[src/logic/charger_pkg.sv]
// Shared constants for the charger command link and set-point registers
package charger_pkg;
    // ****************************************
    // Command bytes
    // ****************************************
    localparam logic [7:0] CMD_MODE = 8'h12;
    localparam logic [7:0] CMD_CURRENT = 8'h14;
    localparam logic [7:0] CMD_VOLTAGE = 8'h15;
    // ****************************************
    // Mode word bit positions
    // ****************************************
    localparam int MODE_INHIBIT_BIT = 0;
    localparam int MODE_DEFAULTS_BIT = 2;
    localparam int MODE_BATT_MASK_BIT = 5;
    localparam int MODE_PFAIL_MASK_BIT = 6;
    localparam int MODE_OVERTEMP_STOP_BIT_BIT = 10;
    // Bits the host must write as zero and as one
    localparam logic [15:0] MODE_MUST_ZERO = 16'h000A;
    localparam logic [15:0] MODE_MUST_ONE = 16'hFB90;
    // ****************************************
    // Reset and default values
    // ****************************************
    localparam logic [15:0] VOLT_RESET = 16'hFFF0;
    localparam logic [15:0] VOLT_DEFAULT = 16'hFFFF;
    localparam logic [15:0] CUR_DEFAULT = 16'h00C0;
    localparam logic [15:0] CUR_RESET = 16'h0000;
    localparam logic INHIBIT_RESET = 1'b0;
    localparam logic BATT_MASK_RESET = 1'b0;
    localparam logic PFAIL_MASK_RESET = 1'b1;
    localparam logic OVERTEMP_STOP_BIT_RESET = 1'b1;
    // ****************************************
    // Voltage word fields
    // ****************************************
    localparam int VOLT_DAC_LSB = 4;
    localparam int VOLT_DAC_MSB = 13;
    localparam int VOLT_OR_LSB = 14;
    localparam int VOLT_OR_MSB = 15;
    localparam int DAC_W = 10;
    localparam logic [15:0] VOLT_MIN_ON = 16'h0010;
    // ****************************************
    // Maintenance source and range strap
    // ****************************************
    localparam int TRICKLE_W = 5;
    localparam logic [15:0] CUR_TRICKLE_FULL = 16'h0020;
    localparam logic [4:0] TRICKLE_MAX = 5'h1F;
    localparam logic [1:0] SEL_GND = 2'h0;
    localparam logic [1:0] SEL_OPEN = 2'h1;
    localparam logic [1:0] SEL_SUPPLY = 2'h2;
    localparam logic [15:0] CUR_MAX_GND = 16'h03FF;
    localparam logic [15:0] CUR_MAX_OPEN = 16'h07FF;
    localparam logic [15:0] CUR_MAX_SUPPLY = 16'h0FFF;
    typedef enum logic [1:0] {
        HOST_IDLE = 2'b01,
        HOST_SEND = 2'b10
    } host_state_t;
endpackage

[src/logic/word_link_if.sv]
// Word-write link between the command host and the charger register block
`timescale 1ns/1ps
interface word_link_if;
    logic wr_valid;
    logic [7:0] wr_cmd;
    logic [15:0] wr_data;
    logic wr_ack;
    modport charger (
        input wr_valid,
        input wr_cmd,
        input wr_data,
        output wr_ack
    );
    modport host (
        output wr_valid,
        output wr_cmd,
        output wr_data,
        input wr_ack
    );
endinterface

[src/logic/charger_setpoint_command_regs.sv]
// Charger set-point, mode and maintenance-source control registers
//
// Behaviour
// Voltage command 0x15 carries millivolt set point
// Low four voltage bits are ignored
// Top bits clear: load DAC, clear over-range
// Either top bit set: DAC all ones, over-range
// Mode bit 0 inhibits charging, sets flag
// Host writes zero to mode bits 1, 3
// Host writes one to unused mode bits
// Mode bit 2 reloads defaults, clears latches
// Mode bit 5 masks battery-presence edge interrupt
// Mode bit 6 masks power-fail edge interrupt
// Mode bit 10 lets overtemp stop charging
// Voltage set point resets to 0xFFF0
// Battery absent restores voltage reset value
// Current command 0x14 carries milliamp set point
// Range strap selects maximum current set point
// Comp-low flag turns maintenance source off while clamp is not active
// Clamp active drives voltage-unregulated flag
// Small current word gives 1-31 mA
// Large current word gives fixed 31 mA
// Inhibit conditions force maintenance source off
// Overtemp_stop_bit is hot, bit, not under-range
// Battery absent forces overtemp_stop_bit bit set
// Mode command 0x12 maps bits directly
// Registers update whole on acknowledged write
`timescale 1ns/1ps
module charger_setpoint_command_regs
    import charger_pkg::*;
(
    input wire logic clk_i,
    input wire logic reset_n_i,
    word_link_if.charger link,
    input wire logic batt_present_i,
    input wire logic power_fail_i,
    input wire logic overtemp_i,
    input wire logic therm_underrange_i,
    input wire logic comp_low_i,
    input wire logic clamp_active_i,
    input wire logic alarm_set_i,
    input wire logic [1:0] range_sel_i,
    output logic [DAC_W-1:0] voltage_dac_code_o,
    output logic voltage_or_o,
    output logic [15:0] voltage_setpoint_o,
    output logic [15:0] current_setpoint_o,
    output logic [15:0] current_limit_o,
    output logic charge_off_status_o,
    output logic overtemp_stop_bit_o,
    output logic overtemp_flag_o,
    output logic alarm_block_flag_o,
    output logic voltage_unregulated_flag_o,
    output logic overtemp_stop_bit_active_o,
    output logic charger_off_o,
    output logic [TRICKLE_W-1:0] trickle_source_o,
    output logic irq_event_o
);
    // ****************************************
    // Pin synchronisers
    // ****************************************
    localparam int NSYNC = 9;
    logic [NSYNC-1:0] pins_raw;
    logic [NSYNC-1:0] sync_a;
    logic [NSYNC-1:0] sync_b;
    assign pins_raw = {range_sel_i, alarm_set_i, clamp_active_i, comp_low_i,
                       therm_underrange_i, overtemp_i, power_fail_i, batt_present_i};
    always_ff @(posedge clk_i or negedge reset_n_i) begin
        if (!reset_n_i) begin
            sync_a <= '0;
            sync_b <= '0;
        end else begin
            sync_a <= pins_raw;
            sync_b <= sync_a;
        end
    end
    logic batt_s;
    logic pfail_s;
    logic hot_s;
    logic underrange_s;
    logic comp_low_s;
    logic clamp_s;
    logic alarm_s;
    logic [1:0] sel_s;
    assign {sel_s, alarm_s, clamp_s, comp_low_s, underrange_s, hot_s, pfail_s, batt_s} = sync_b;

    // ****************************************
    // Command decode
    // ****************************************
    logic wr_mode;
    logic wr_volt;
    logic wr_cur;
    // Every offered word is acknowledged; unknown commands are dropped
    assign link.wr_ack = link.wr_valid;
    assign wr_mode = link.wr_valid && link.wr_cmd == CMD_MODE;
    assign wr_volt = link.wr_valid && link.wr_cmd == CMD_VOLTAGE;
    assign wr_cur = link.wr_valid && link.wr_cmd == CMD_CURRENT;

    // ****************************************
    // Register state
    // ****************************************
    logic [15:0] volt_sp;
    logic [15:0] cur_sp;
    logic inhibit;
    logic batt_mask;
    logic pfail_mask;
    logic overtemp_stop_bit;
    logic hot_latch;
    logic alarm_latch;
    logic batt_d;
    logic pfail_d;
    logic [DAC_W-1:0] dac;
    logic vor;
    logic [TRICKLE_W-1:0] trickle;
    logic irq;
    logic [15:0] limit;
    logic unreg;
    logic [15:0] next_volt_sp;
    logic [15:0] next_cur_sp;
    logic next_inhibit;
    logic next_batt_mask;
    logic next_pfail_mask;
    logic next_overtemp_stop_bit;
    logic next_hot_latch;
    logic next_alarm_latch;
    logic [DAC_W-1:0] next_dac;
    logic next_vor;
    logic [TRICKLE_W-1:0] next_trickle;
    logic next_irq;
    logic [15:0] next_limit;
    logic overtemp_stop_bit_cond;
    logic off_cond;
    logic [15:0] cur_max;

    assign overtemp_stop_bit_cond = hot_latch && overtemp_stop_bit && !underrange_s;
    assign off_cond = inhibit || overtemp_stop_bit_cond;

    always_comb begin
        next_volt_sp = volt_sp;
        next_cur_sp = cur_sp;
        next_inhibit = inhibit;
        next_batt_mask = batt_mask;
        next_pfail_mask = pfail_mask;
        next_overtemp_stop_bit = overtemp_stop_bit;
        // Latched flags: a new set wins over a simultaneous clear
        next_hot_latch = hot_latch;
        next_alarm_latch = alarm_latch;
        if (wr_volt) begin
            next_volt_sp = link.wr_data;
        end
        if (wr_cur) begin
            next_cur_sp = link.wr_data;
        end
        if (wr_mode) begin
            next_inhibit = link.wr_data[MODE_INHIBIT_BIT];
            next_batt_mask = link.wr_data[MODE_BATT_MASK_BIT];
            next_pfail_mask = link.wr_data[MODE_PFAIL_MASK_BIT];
            next_overtemp_stop_bit = link.wr_data[MODE_OVERTEMP_STOP_BIT_BIT];
            if (link.wr_data[MODE_DEFAULTS_BIT]) begin
                next_volt_sp = VOLT_DEFAULT;
                next_cur_sp = CUR_DEFAULT;
                next_hot_latch = 1'b0;
                next_alarm_latch = 1'b0;
            end
        end
        if (!batt_s) begin
            next_volt_sp = VOLT_RESET;
            next_overtemp_stop_bit = OVERTEMP_STOP_BIT_RESET;
            next_hot_latch = 1'b0;
            next_alarm_latch = 1'b0;
        end
        if (hot_s) begin
            next_hot_latch = 1'b1;
        end
        if (alarm_s) begin
            next_alarm_latch = 1'b1;
        end
    end

    // ****************************************
    // Voltage DAC mapping
    // ****************************************
    always_comb begin
        if (volt_sp[VOLT_OR_MSB:VOLT_OR_LSB] == 2'h0) begin
            next_dac = volt_sp[VOLT_DAC_MSB:VOLT_DAC_LSB];
            next_vor = 1'b0;
        end else begin
            next_dac = '1;
            next_vor = 1'b1;
        end
    end

    // ****************************************
    // Range strap current limit
    // ****************************************
    always_comb begin
        case (sel_s)
            SEL_GND: cur_max = CUR_MAX_GND;
            SEL_OPEN: cur_max = CUR_MAX_OPEN;
            SEL_SUPPLY: cur_max = CUR_MAX_SUPPLY;
            default: cur_max = CUR_MAX_OPEN;
        endcase
        next_limit = (cur_sp > cur_max) ? cur_max : cur_sp;
    end

    // ****************************************
    // Maintenance source
    // ****************************************
    always_comb begin
        if (off_cond || alarm_latch || cur_sp == 16'h0000 || volt_sp < VOLT_MIN_ON) begin
            next_trickle = '0;
        end else if (comp_low_s && !clamp_s) begin
            // Stops overshoot of the voltage set point
            next_trickle = '0;
        end else if (cur_sp >= CUR_TRICKLE_FULL) begin
            next_trickle = TRICKLE_MAX;
        end else begin
            next_trickle = cur_sp[TRICKLE_W-1:0];
        end
    end

    // ****************************************
    // Edge events
    // ****************************************
    // Clearing of a pending interrupt lives outside this block, so only edges leave here
    assign next_irq = (!batt_mask && (batt_s != batt_d)) ||
                      (!pfail_mask && (pfail_s != pfail_d));

    always_ff @(posedge clk_i or negedge reset_n_i) begin
        if (!reset_n_i) begin
            volt_sp <= VOLT_RESET;
            cur_sp <= CUR_RESET;
            inhibit <= INHIBIT_RESET;
            batt_mask <= BATT_MASK_RESET;
            pfail_mask <= PFAIL_MASK_RESET;
            overtemp_stop_bit <= OVERTEMP_STOP_BIT_RESET;
            hot_latch <= 1'b0;
            alarm_latch <= 1'b0;
            batt_d <= 1'b0;
            pfail_d <= 1'b0;
            dac <= '1;
            vor <= 1'b1;
            trickle <= '0;
            irq <= 1'b0;
            limit <= '0;
            unreg <= 1'b0;
        end else begin
            volt_sp <= next_volt_sp;
            cur_sp <= next_cur_sp;
            inhibit <= next_inhibit;
            batt_mask <= next_batt_mask;
            pfail_mask <= next_pfail_mask;
            overtemp_stop_bit <= next_overtemp_stop_bit;
            hot_latch <= next_hot_latch;
            alarm_latch <= next_alarm_latch;
            batt_d <= batt_s;
            pfail_d <= pfail_s;
            dac <= next_dac;
            vor <= next_vor;
            trickle <= next_trickle;
            irq <= next_irq;
            limit <= next_limit;
            unreg <= clamp_s;
        end
    end

    // ****************************************
    // Outputs
    // ****************************************
    assign voltage_dac_code_o = dac;
    assign voltage_or_o = vor;
    assign voltage_setpoint_o = volt_sp;
    assign current_setpoint_o = cur_sp;
    assign current_limit_o = limit;
    assign charge_off_status_o = inhibit;
    assign overtemp_stop_bit_o = overtemp_stop_bit;
    assign overtemp_flag_o = hot_latch;
    assign alarm_block_flag_o = alarm_latch;
    assign voltage_unregulated_flag_o = unreg;
    assign overtemp_stop_bit_active_o = overtemp_stop_bit_cond;
    assign charger_off_o = off_cond;
    assign trickle_source_o = trickle;
    assign irq_event_o = irq;
endmodule // charger_setpoint_command_regs

[src/flat_wrapper.sv]
// flat-port wrapper written by rule: the top's interface ports become plain ports
module charger_setpoint_command_regs_flat import charger_pkg::*;
  (clk_i, reset_n_i, batt_present_i, power_fail_i, overtemp_i, therm_underrange_i, comp_low_i, clamp_active_i, alarm_set_i, range_sel_i, voltage_dac_code_o, voltage_or_o, voltage_setpoint_o, current_setpoint_o, current_limit_o, charge_off_status_o, overtemp_stop_bit_o, overtemp_flag_o, alarm_block_flag_o, voltage_unregulated_flag_o, overtemp_stop_bit_active_o, charger_off_o, trickle_source_o, irq_event_o, link_wr_valid, link_wr_cmd, link_wr_data, link_wr_ack);
  word_link_if link_i ();
  input wire logic clk_i;
  input wire logic reset_n_i;
  input wire logic batt_present_i;
  input wire logic power_fail_i;
  input wire logic overtemp_i;
  input wire logic therm_underrange_i;
  input wire logic comp_low_i;
  input wire logic clamp_active_i;
  input wire logic alarm_set_i;
  input wire logic [1:0] range_sel_i;
  output logic [DAC_W-1:0] voltage_dac_code_o;
  output logic voltage_or_o;
  output logic [15:0] voltage_setpoint_o;
  output logic [15:0] current_setpoint_o;
  output logic [15:0] current_limit_o;
  output logic charge_off_status_o;
  output logic overtemp_stop_bit_o;
  output logic overtemp_flag_o;
  output logic alarm_block_flag_o;
  output logic voltage_unregulated_flag_o;
  output logic overtemp_stop_bit_active_o;
  output logic charger_off_o;
  output logic [TRICKLE_W-1:0] trickle_source_o;
  output logic irq_event_o;
  input wire logic [$bits(link_i.wr_valid)-1:0] link_wr_valid;
  input wire logic [$bits(link_i.wr_cmd)-1:0] link_wr_cmd;
  input wire logic [$bits(link_i.wr_data)-1:0] link_wr_data;
  output wire logic [$bits(link_i.wr_ack)-1:0] link_wr_ack;
  assign link_i.wr_valid = link_wr_valid;
  assign link_i.wr_cmd = link_wr_cmd;
  assign link_i.wr_data = link_wr_data;
  assign link_wr_ack = link_i.wr_ack;
  charger_setpoint_command_regs u_core (.clk_i(clk_i), .reset_n_i(reset_n_i), .link(link_i), .batt_present_i(batt_present_i), .power_fail_i(power_fail_i), .overtemp_i(overtemp_i), .therm_underrange_i(therm_underrange_i), .comp_low_i(comp_low_i), .clamp_active_i(clamp_active_i), .alarm_set_i(alarm_set_i), .range_sel_i(range_sel_i), .voltage_dac_code_o(voltage_dac_code_o), .voltage_or_o(voltage_or_o), .voltage_setpoint_o(voltage_setpoint_o), .current_setpoint_o(current_setpoint_o), .current_limit_o(current_limit_o), .charge_off_status_o(charge_off_status_o), .overtemp_stop_bit_o(overtemp_stop_bit_o), .overtemp_flag_o(overtemp_flag_o), .alarm_block_flag_o(alarm_block_flag_o), .voltage_unregulated_flag_o(voltage_unregulated_flag_o), .overtemp_stop_bit_active_o(overtemp_stop_bit_active_o), .charger_off_o(charger_off_o), .trickle_source_o(trickle_source_o), .irq_event_o(irq_event_o));
endmodule
[config.mk]
export PLATFORM = sky130hd
export DESIGN_NAME = charger_setpoint_command_regs_flat
export DESIGN_NICKNAME = d
export VERILOG_FILES = /design/src/logic/charger_pkg.sv /design/src/logic/word_link_if.sv /design/src/logic/charger_setpoint_command_regs.sv /design/src/flat_wrapper.sv
export SDC_FILE = /design/constraint.sdc
export NUM_CORES = 1
export LEC_CHECK = 0
export BUFFER_PORTS_ARGS = -buffer_cell sky130_fd_sc_hd__buf_2
export CORE_AREA = 5 5 86 88
export DETAILED_ROUTE_END_ITERATION = 10
export DIE_AREA = 0 0 91 93
export GPL_TIMING_DRIVEN = 0
export PLACE_DENSITY = 0.86
export SYNTH_ARGS = -nofsm -noshare
export SYNTH_HDL_FRONTEND = slang
export SYNTH_SLANG_ARGS = --single-unit
[constraint.sdc]
create_clock -name clk_i -period 3.5 [get_ports clk_i]
set_clock_uncertainty 0.15 [all_clocks]
set_input_delay 1.05 -clock clk_i [delete_from_list [all_inputs] [get_ports clk_i]]
set_output_delay 1.05 -clock clk_i [all_outputs]
set_load 0.02 [all_outputs]
==> results of run 1 <==
==> final cells by class <==
class	instances	area, um2	area share
flip-flops and latches	92	2330	0.542
multi-input cells	157	986	0.229
repair buffers	109	571	0.133
clock buffers	9	124	0.0288
well taps	80	100	0.0233
clock inverters	7	76.3	0.0177
plain buffers	11	70.1	0.0163
inverters	11	41.3	0.00960
==> report_power, final <==
group / leakage (nW) / switching, W / internal (W)
clock: 0.101 / 0.000361 / 0.000335
sequential: 1.11 / 0.0000300 / 0.00113
combinational: 0.920 / 0.000175 / 0.0000984
==> through the flow <==
stage | setup WS, ns | hold slack, ns | std cells | utilization | power [W]
6_report | 0.848 | 0.203 | 476 | 0.655 | 0.00213
4_1_cts | 0.845 | 0.206 | 476 | 0.655 | 0.00215
3_3_place_gp | 0.529 | 0.181 | 459 | 0.620 | 0.00144
5_1_grt | 0.826 | 0.211 | 476 | 0.655 | 0.00222
2_1_floorplan | 1.05 | 0.181 | 271 | - | 0.00132
3_5_place_dp | 0.773 | 0.186 | 460 | 0.624 | 0.00145
==> kinds of logic after synthesis <==
family                   share of synthesized area
AO/OA/AOI/OAI                               0.0337
XOR/XNOR                                   0.00512
adder cells (fa/ha/maj)                    0.00732
buffers and inverters                       0.0326
flip-flops                                   0.682
multiplexers                                0.0626
other                                      0.00110
AND/OR/NAND/NOR                              0.175
==> registers in the layout, indices dropped and copies added (netlist names), 5 cells and up <==
register	count
u_core.sync_b	9
u_core.voltage_dac_code_o	10
u_core.voltage_setpoint_o	16
u_core.current_setpoint_o	16
u_core.trickle_source_o	5
u_core.current_limit_o	16
u_core.sync_a	9
==> critical path: cells and delay by family <==
kind / cells / cell delay [ns]
buffers and inverters: 3 / 0.41
==> cell usage in the layout, fill, tap and decap left out, types with 2 or more instances in the layout <==
cell type  count
inv_1         11
a211oi_1       2
clkinv_2       2
nand2b_1       6
a21o_1         3
nor2_1        15
mux2_2         3
dfstp_2       25
a31oi_1        3
or3_1         10
or2_2          7
nor4_1         5
nor3_1         2
mux2i_1       18
buf_4          4
a21oi_1        6
nand2_1       34
xnor2_1        2
buf_2        109
clkbuf_1       4
nor4b_1        2
ha_1           2
nand3_1       14
conb_1         4
clkbuf_8       9
nand4_1        4
dfrtp_1       67
buf_6          2
and3b_1        2
clkinv_4       2
==> metal layers <==
layer  global-route usage  up-vias  routed length, um
met2                0.289       99               3690
li1                     -     1155                  -
met5                    0        -                  0
met3               0.0644       13                608
met1                0.244     1203               3090
met4               0.0648        0                108
==> worst paths after layout <==
kind / slack, ns / start / cells after the start / end
worst max-delay path: 0.85 / link_wr_valid / 3 / link_wr_ack
worst min-delay path: 0.20 / u_core.sync_a[6] / 0 / u_core.sync_b[6]
worst max register to register: 1.34 / u_core.sync_b[7] / 7 / u_core.current_limit_o[11]
worst min register to register: 0.20 / u_core.sync_a[6] / 0 / u_core.sync_b[6]
max in group asynchronous: 2.02 / reset_n_i / 2 / u_core.voltage_dac_code_o[5]
min in group asynchronous: 0.51 / reset_n_i / 1 / u_core.sync_a[3]
==> impl_results.md, run 1 <==
* Post-Syn Instances at 268
* Die height at 93 um
* Synth top area share at 0.490
* Cell Area, Synth at 3420 um2
* Row count at 30
* Seq cells post-synth at 92
* Final hold vios at 0
* Fraction of layout cells with a size suffix above 1 at 0.434
* Avg Inst Size Synth at 12.8 um2
* Commonest cells in the netlist: dfrtp_1, nand2_1, dfstp_2
* Synth warnings at 0
* Setup crit end kind: output port
* Critical path arrival at 1.45 ns
* Ports at 109
* DRC Markers at 0
* Nets at 429
* Hold Crit Class: reg -> reg
* Sum Neg Setup Slack at 0 ns
* Most instantiated library cell after synthesis: dfrtp_1
* TritonCTS Buffers at 9
* Starting Density at 0.521
* Area Overhead vs Synth at 25.8%
* GRT Overall Usage at 0.186
* Final ANT Viol Nets at 0
* Critical Path Start Type: primary input
* Final setup fails at 0
* Root buffer cell: clkbuf_8
* TritonRoute pass-1 iters at 4
* Final Max Slew Viols at 0
* Most used DFF post-synth: dfrtp_1
* Port Buffers at 108
* CTS tree: built
* Gr ovfl total at 0
* Crit Path Max Fanout at 6
* Sequential element share of the synthesized area at 0.682
* Most frequent CP cell: buf_2
* H-tree levels at 3
* Slew HR at 0.398
* Maximum VDD drop at 0.278 mV
* WL/cell at 15.7 um
* Vias per cell at 5.19
* Hpwl dp at 5720 um
* Clock latency on the worst-skew pair at 0.35 ns
* Status: completed
* Gpl congestion at 0.843
* Clk buf depth at 2
* # diodes at 0
* Clock-pin transition on the worst setup and hold timing paths at 0.08 ns
* Clk sink count at 92
* Total Die Area at 8460 um2
* Cell accounting for the most synthesized area: dfrtp_1
* Initial antenna violation count at 0
* Largest net degree at the start of global routing at 55
* Layout fillers at 530
* Hold-fix buffers, CTS at 0
* CP required at 2.30 ns
* Leakage at 2.13 nW
* Drt total wl at 7500 um
* Worst-Margin Slew at 0.894 ns
* Critical-path top delay cell: buf_2
* Vias in the first global route at 2520
* Final Critical Period at 2.65 ns
* Unrepaired setup endpoints after global routing: false
* Period utilisation layout at 0.758
* Final instance area at 4300 um2
* First-pass GRT wire length at 12500 um
* Core area at 6570 um2
* CP max stage delay at 0.15 ns
* # Max-Cap Violations at 0
* CP Cell Sequence: buf_2 -> buf_4 -> buf_2
* Chip width at 91 um
* Fmax achieved at 377 MHz
* Synth area leaders: dfrtp_1, dfstp_2, mux2i_1
* Post-synth EDFFs at 0
* Synth cell types at 40
* DRT iter0 DRCs at 163
* Post_cts resized at 0
* Power per cell area at 494 nW/um2
* Kind of critical path: in -> out
* Post-CTS setup buffers at 0
* Placed inst area at 4100 um2
* Via count at 2470
* Synth async-reset ratio at 1.00
(Power assumes the default switching activity.)
==> run 2: changes to the inputs <==
--- a/config.mk
+++ b/config.mk
@@ -6,11 +6,11 @@
 export NUM_CORES = 1
 export LEC_CHECK = 0
 export BUFFER_PORTS_ARGS = -buffer_cell sky130_fd_sc_hd__buf_2
-export CORE_AREA = 5 5 86 88
+export CORE_AREA = 5 5 89 91
 export DETAILED_ROUTE_END_ITERATION = 10
-export DIE_AREA = 0 0 91 93
+export DIE_AREA = 0 0 94 96
 export GPL_TIMING_DRIVEN = 0
-export PLACE_DENSITY = 0.86
+export PLACE_DENSITY = 0.81
 export SYNTH_ARGS = -nofsm -noshare
 export SYNTH_HDL_FRONTEND = slang
 export SYNTH_SLANG_ARGS = --single-unit
==> constraint.sdc (replaced) <==
create_clock -name clk_i -period 2.65 [get_ports clk_i]
set_clock_uncertainty 0.15 [all_clocks]
set_input_delay 0.795 -clock clk_i [delete_from_list [all_inputs] [get_ports clk_i]]
set_output_delay 0.795 -clock clk_i [all_outputs]
set_load 0.02 [all_outputs]
==> run 2 against run 1 <==
Net effect:
- total power grew 28%
- sequential share of layout area grew 0.095 points
- routed wire length grew 4.0%
- utilization shrank 4.7 points
- flip-flop and latch count is the same
- cell area shrank 0.17%
- critical path depth is the same
- sequential power grew 32%
- clock-buffer cell count grew 1
- clock power grew 19%
- die area grew 6.6%
- critical path type is now reg -> out
- largest power group unchanged
- highest routed layer unchanged
==> impl_results.md, run 2 (synthesis gave the netlist of run 1 again) <==
* Final hold vios at 0
* Placed inst area at 4130 um2
* Post-place setup slack at 0.175 ns
* Final ANT Viol Nets at 0
* Gr ovfl total at 0
* Slew HR at 0.450
* WL/cell at 15.7 um
* Unrepaired setup endpoints after global routing: false
* Setup crit end kind: output port
* Clock latency on the worst-skew pair at 0.36 ns
* Post-CTS setup buffers at 0
* Maximum VDD drop at 0.336 mV
* Most frequent cells in the layout: buf_2, dfrtp_1, nand2_1
* Overall power at 0.00272 W
* TritonRoute pass-1 iters at 4
* CP required at 1.71 ns
* DRC Markers at 0
* Drt total wl at 7800 um
* Most common cell after layout, fill and taps aside: buf_2
* Starting Density at 0.484
* TritonCTS Buffers at 9
* Hpwl dp at 5850 um
* # diodes at 0
* Kind of critical path: reg -> out
* Fraction of layout cells with a size suffix above 1 at 0.432
* GRT Overall Usage at 0.180
* Chip width at 94 um
* Final instance area at 4290 um2
* CTS tree: built
* Die height at 96 um
* Final Max Slew Viols at 0
* Critical-path top delay cell: dfrtp_1
* Power per cell area at 633 nW/um2
* # Max-Cap Violations at 0
* Gpl congestion at 0.937
* Vias per cell at 4.93
* Post_cts resized at 0
* Initial antenna violation count at 0
* Core area at 7060 um2
* Final setup fails at 0
* Sum Neg Setup Slack at 0 ns
* H-tree levels at 3
* Root buffer cell: clkbuf_8
* DRT iter0 DRCs at 146
* CP Cell Sequence: and3b_1 -> or2_2 -> buf_2
* CP Buf/Inv Count at 1
* Final setup margin at 0.285 ns
* Via count at 2441
* Critical Path Start Type: register
* Crit Path Max Fanout at 3
* Largest net degree at the start of global routing at 70
* Vias in the first global route at 2489
* Fmax achieved at 423 MHz
* Port Buffers at 108
* Row count at 31
* Clock-pin transition on the worst setup and hold timing paths at 0.10 ns
* Hold-fix buffers, CTS at 0
* Total Die Area at 9020 um2
* First-pass GRT wire length at 12300 um
* Leakage at 2.11 nW
* CP max stage delay at 0.40 ns
* Area Overhead vs Synth at 25.6%
* Worst-Margin Slew at 0.817 ns
* Hold Crit Class: in -> async
* Top Family by Delay on Critical Path: simple AND/OR/NAND/NOR gates
* Status: completed
* Clk buf depth at 2
* Period utilisation layout at 0.893
* Critical path arrival at 1.42 ns
* Clk sink count at 92
* Ports at 109
* Nets at 429
* Final Critical Period at 2.37 ns
==> run 2: cell type report <==
type | count | area [um2]
repair buffers | 109 | 571
flip-flops and latches | 92 | 2330
plain buffers | 11 | 70.1
clock inverters | 6 | 41.3
inverters | 11 | 41.3
fillers | 608 | 2770
well taps | 99 | 124
multi-input cells | 157 | 986
clock buffers | 10 | 128
==> run 2: per-stage QoR <==
| stage | hold slack (ns) | utilization | cells |
|---|---|---|---|
| 6_report | 0.177 | 0.608 | 495 |
| 5_1_grt | 0.194 | 0.608 | 495 |
| 3_5_place_dp | 0.185 | 0.584 | 479 |
| 2_1_floorplan | 0.181 | - | 271 |
| 4_1_cts | 0.182 | 0.608 | 495 |
| 3_3_place_gp | 0.182 | 0.580 | 478 |
==> run 2: layer usage <==
layer / part of all wire / global-route usage
met2: 0.49 / 0.296
met5: 0 / 0
met1: 0.43 / 0.231
met4: 0.022 / 0.0734
met3: 0.063 / 0.0446
==> run 2: worst paths after layout <==
| check | depth (start not counted) | endpoint | slack [ns] | start |
|---|---|---|---|---|
| max | 3 | charger_off_o | 0.28 | u_core.overtemp_flag_o |
| min | 1 | u_core.current_setpoint_o[11] | 0.18 | reset_n_i |
| max reg2reg | 7 | u_core.current_limit_o[11] | 0.58 | u_core.sync_b[7] |
| min reg2reg | 0 | u_core.sync_b[6] | 0.20 | u_core.sync_a[6] |
| max in group asynchronous | 2 | u_core.voltage_setpoint_o[5] | 1.50 | reset_n_i |
| min in group clk_i | 0 | u_core.sync_b[6] | 0.20 | u_core.sync_a[6] |
==> run 2: power breakdown <==
part	internal, W	total [W]	switching (W)
registers	0.00149	0.00153	0.0000404
logic	0.000130	0.000359	0.000229
clock network	0.000341	0.000829	0.000488
total	0.00196	0.00272	0.000757
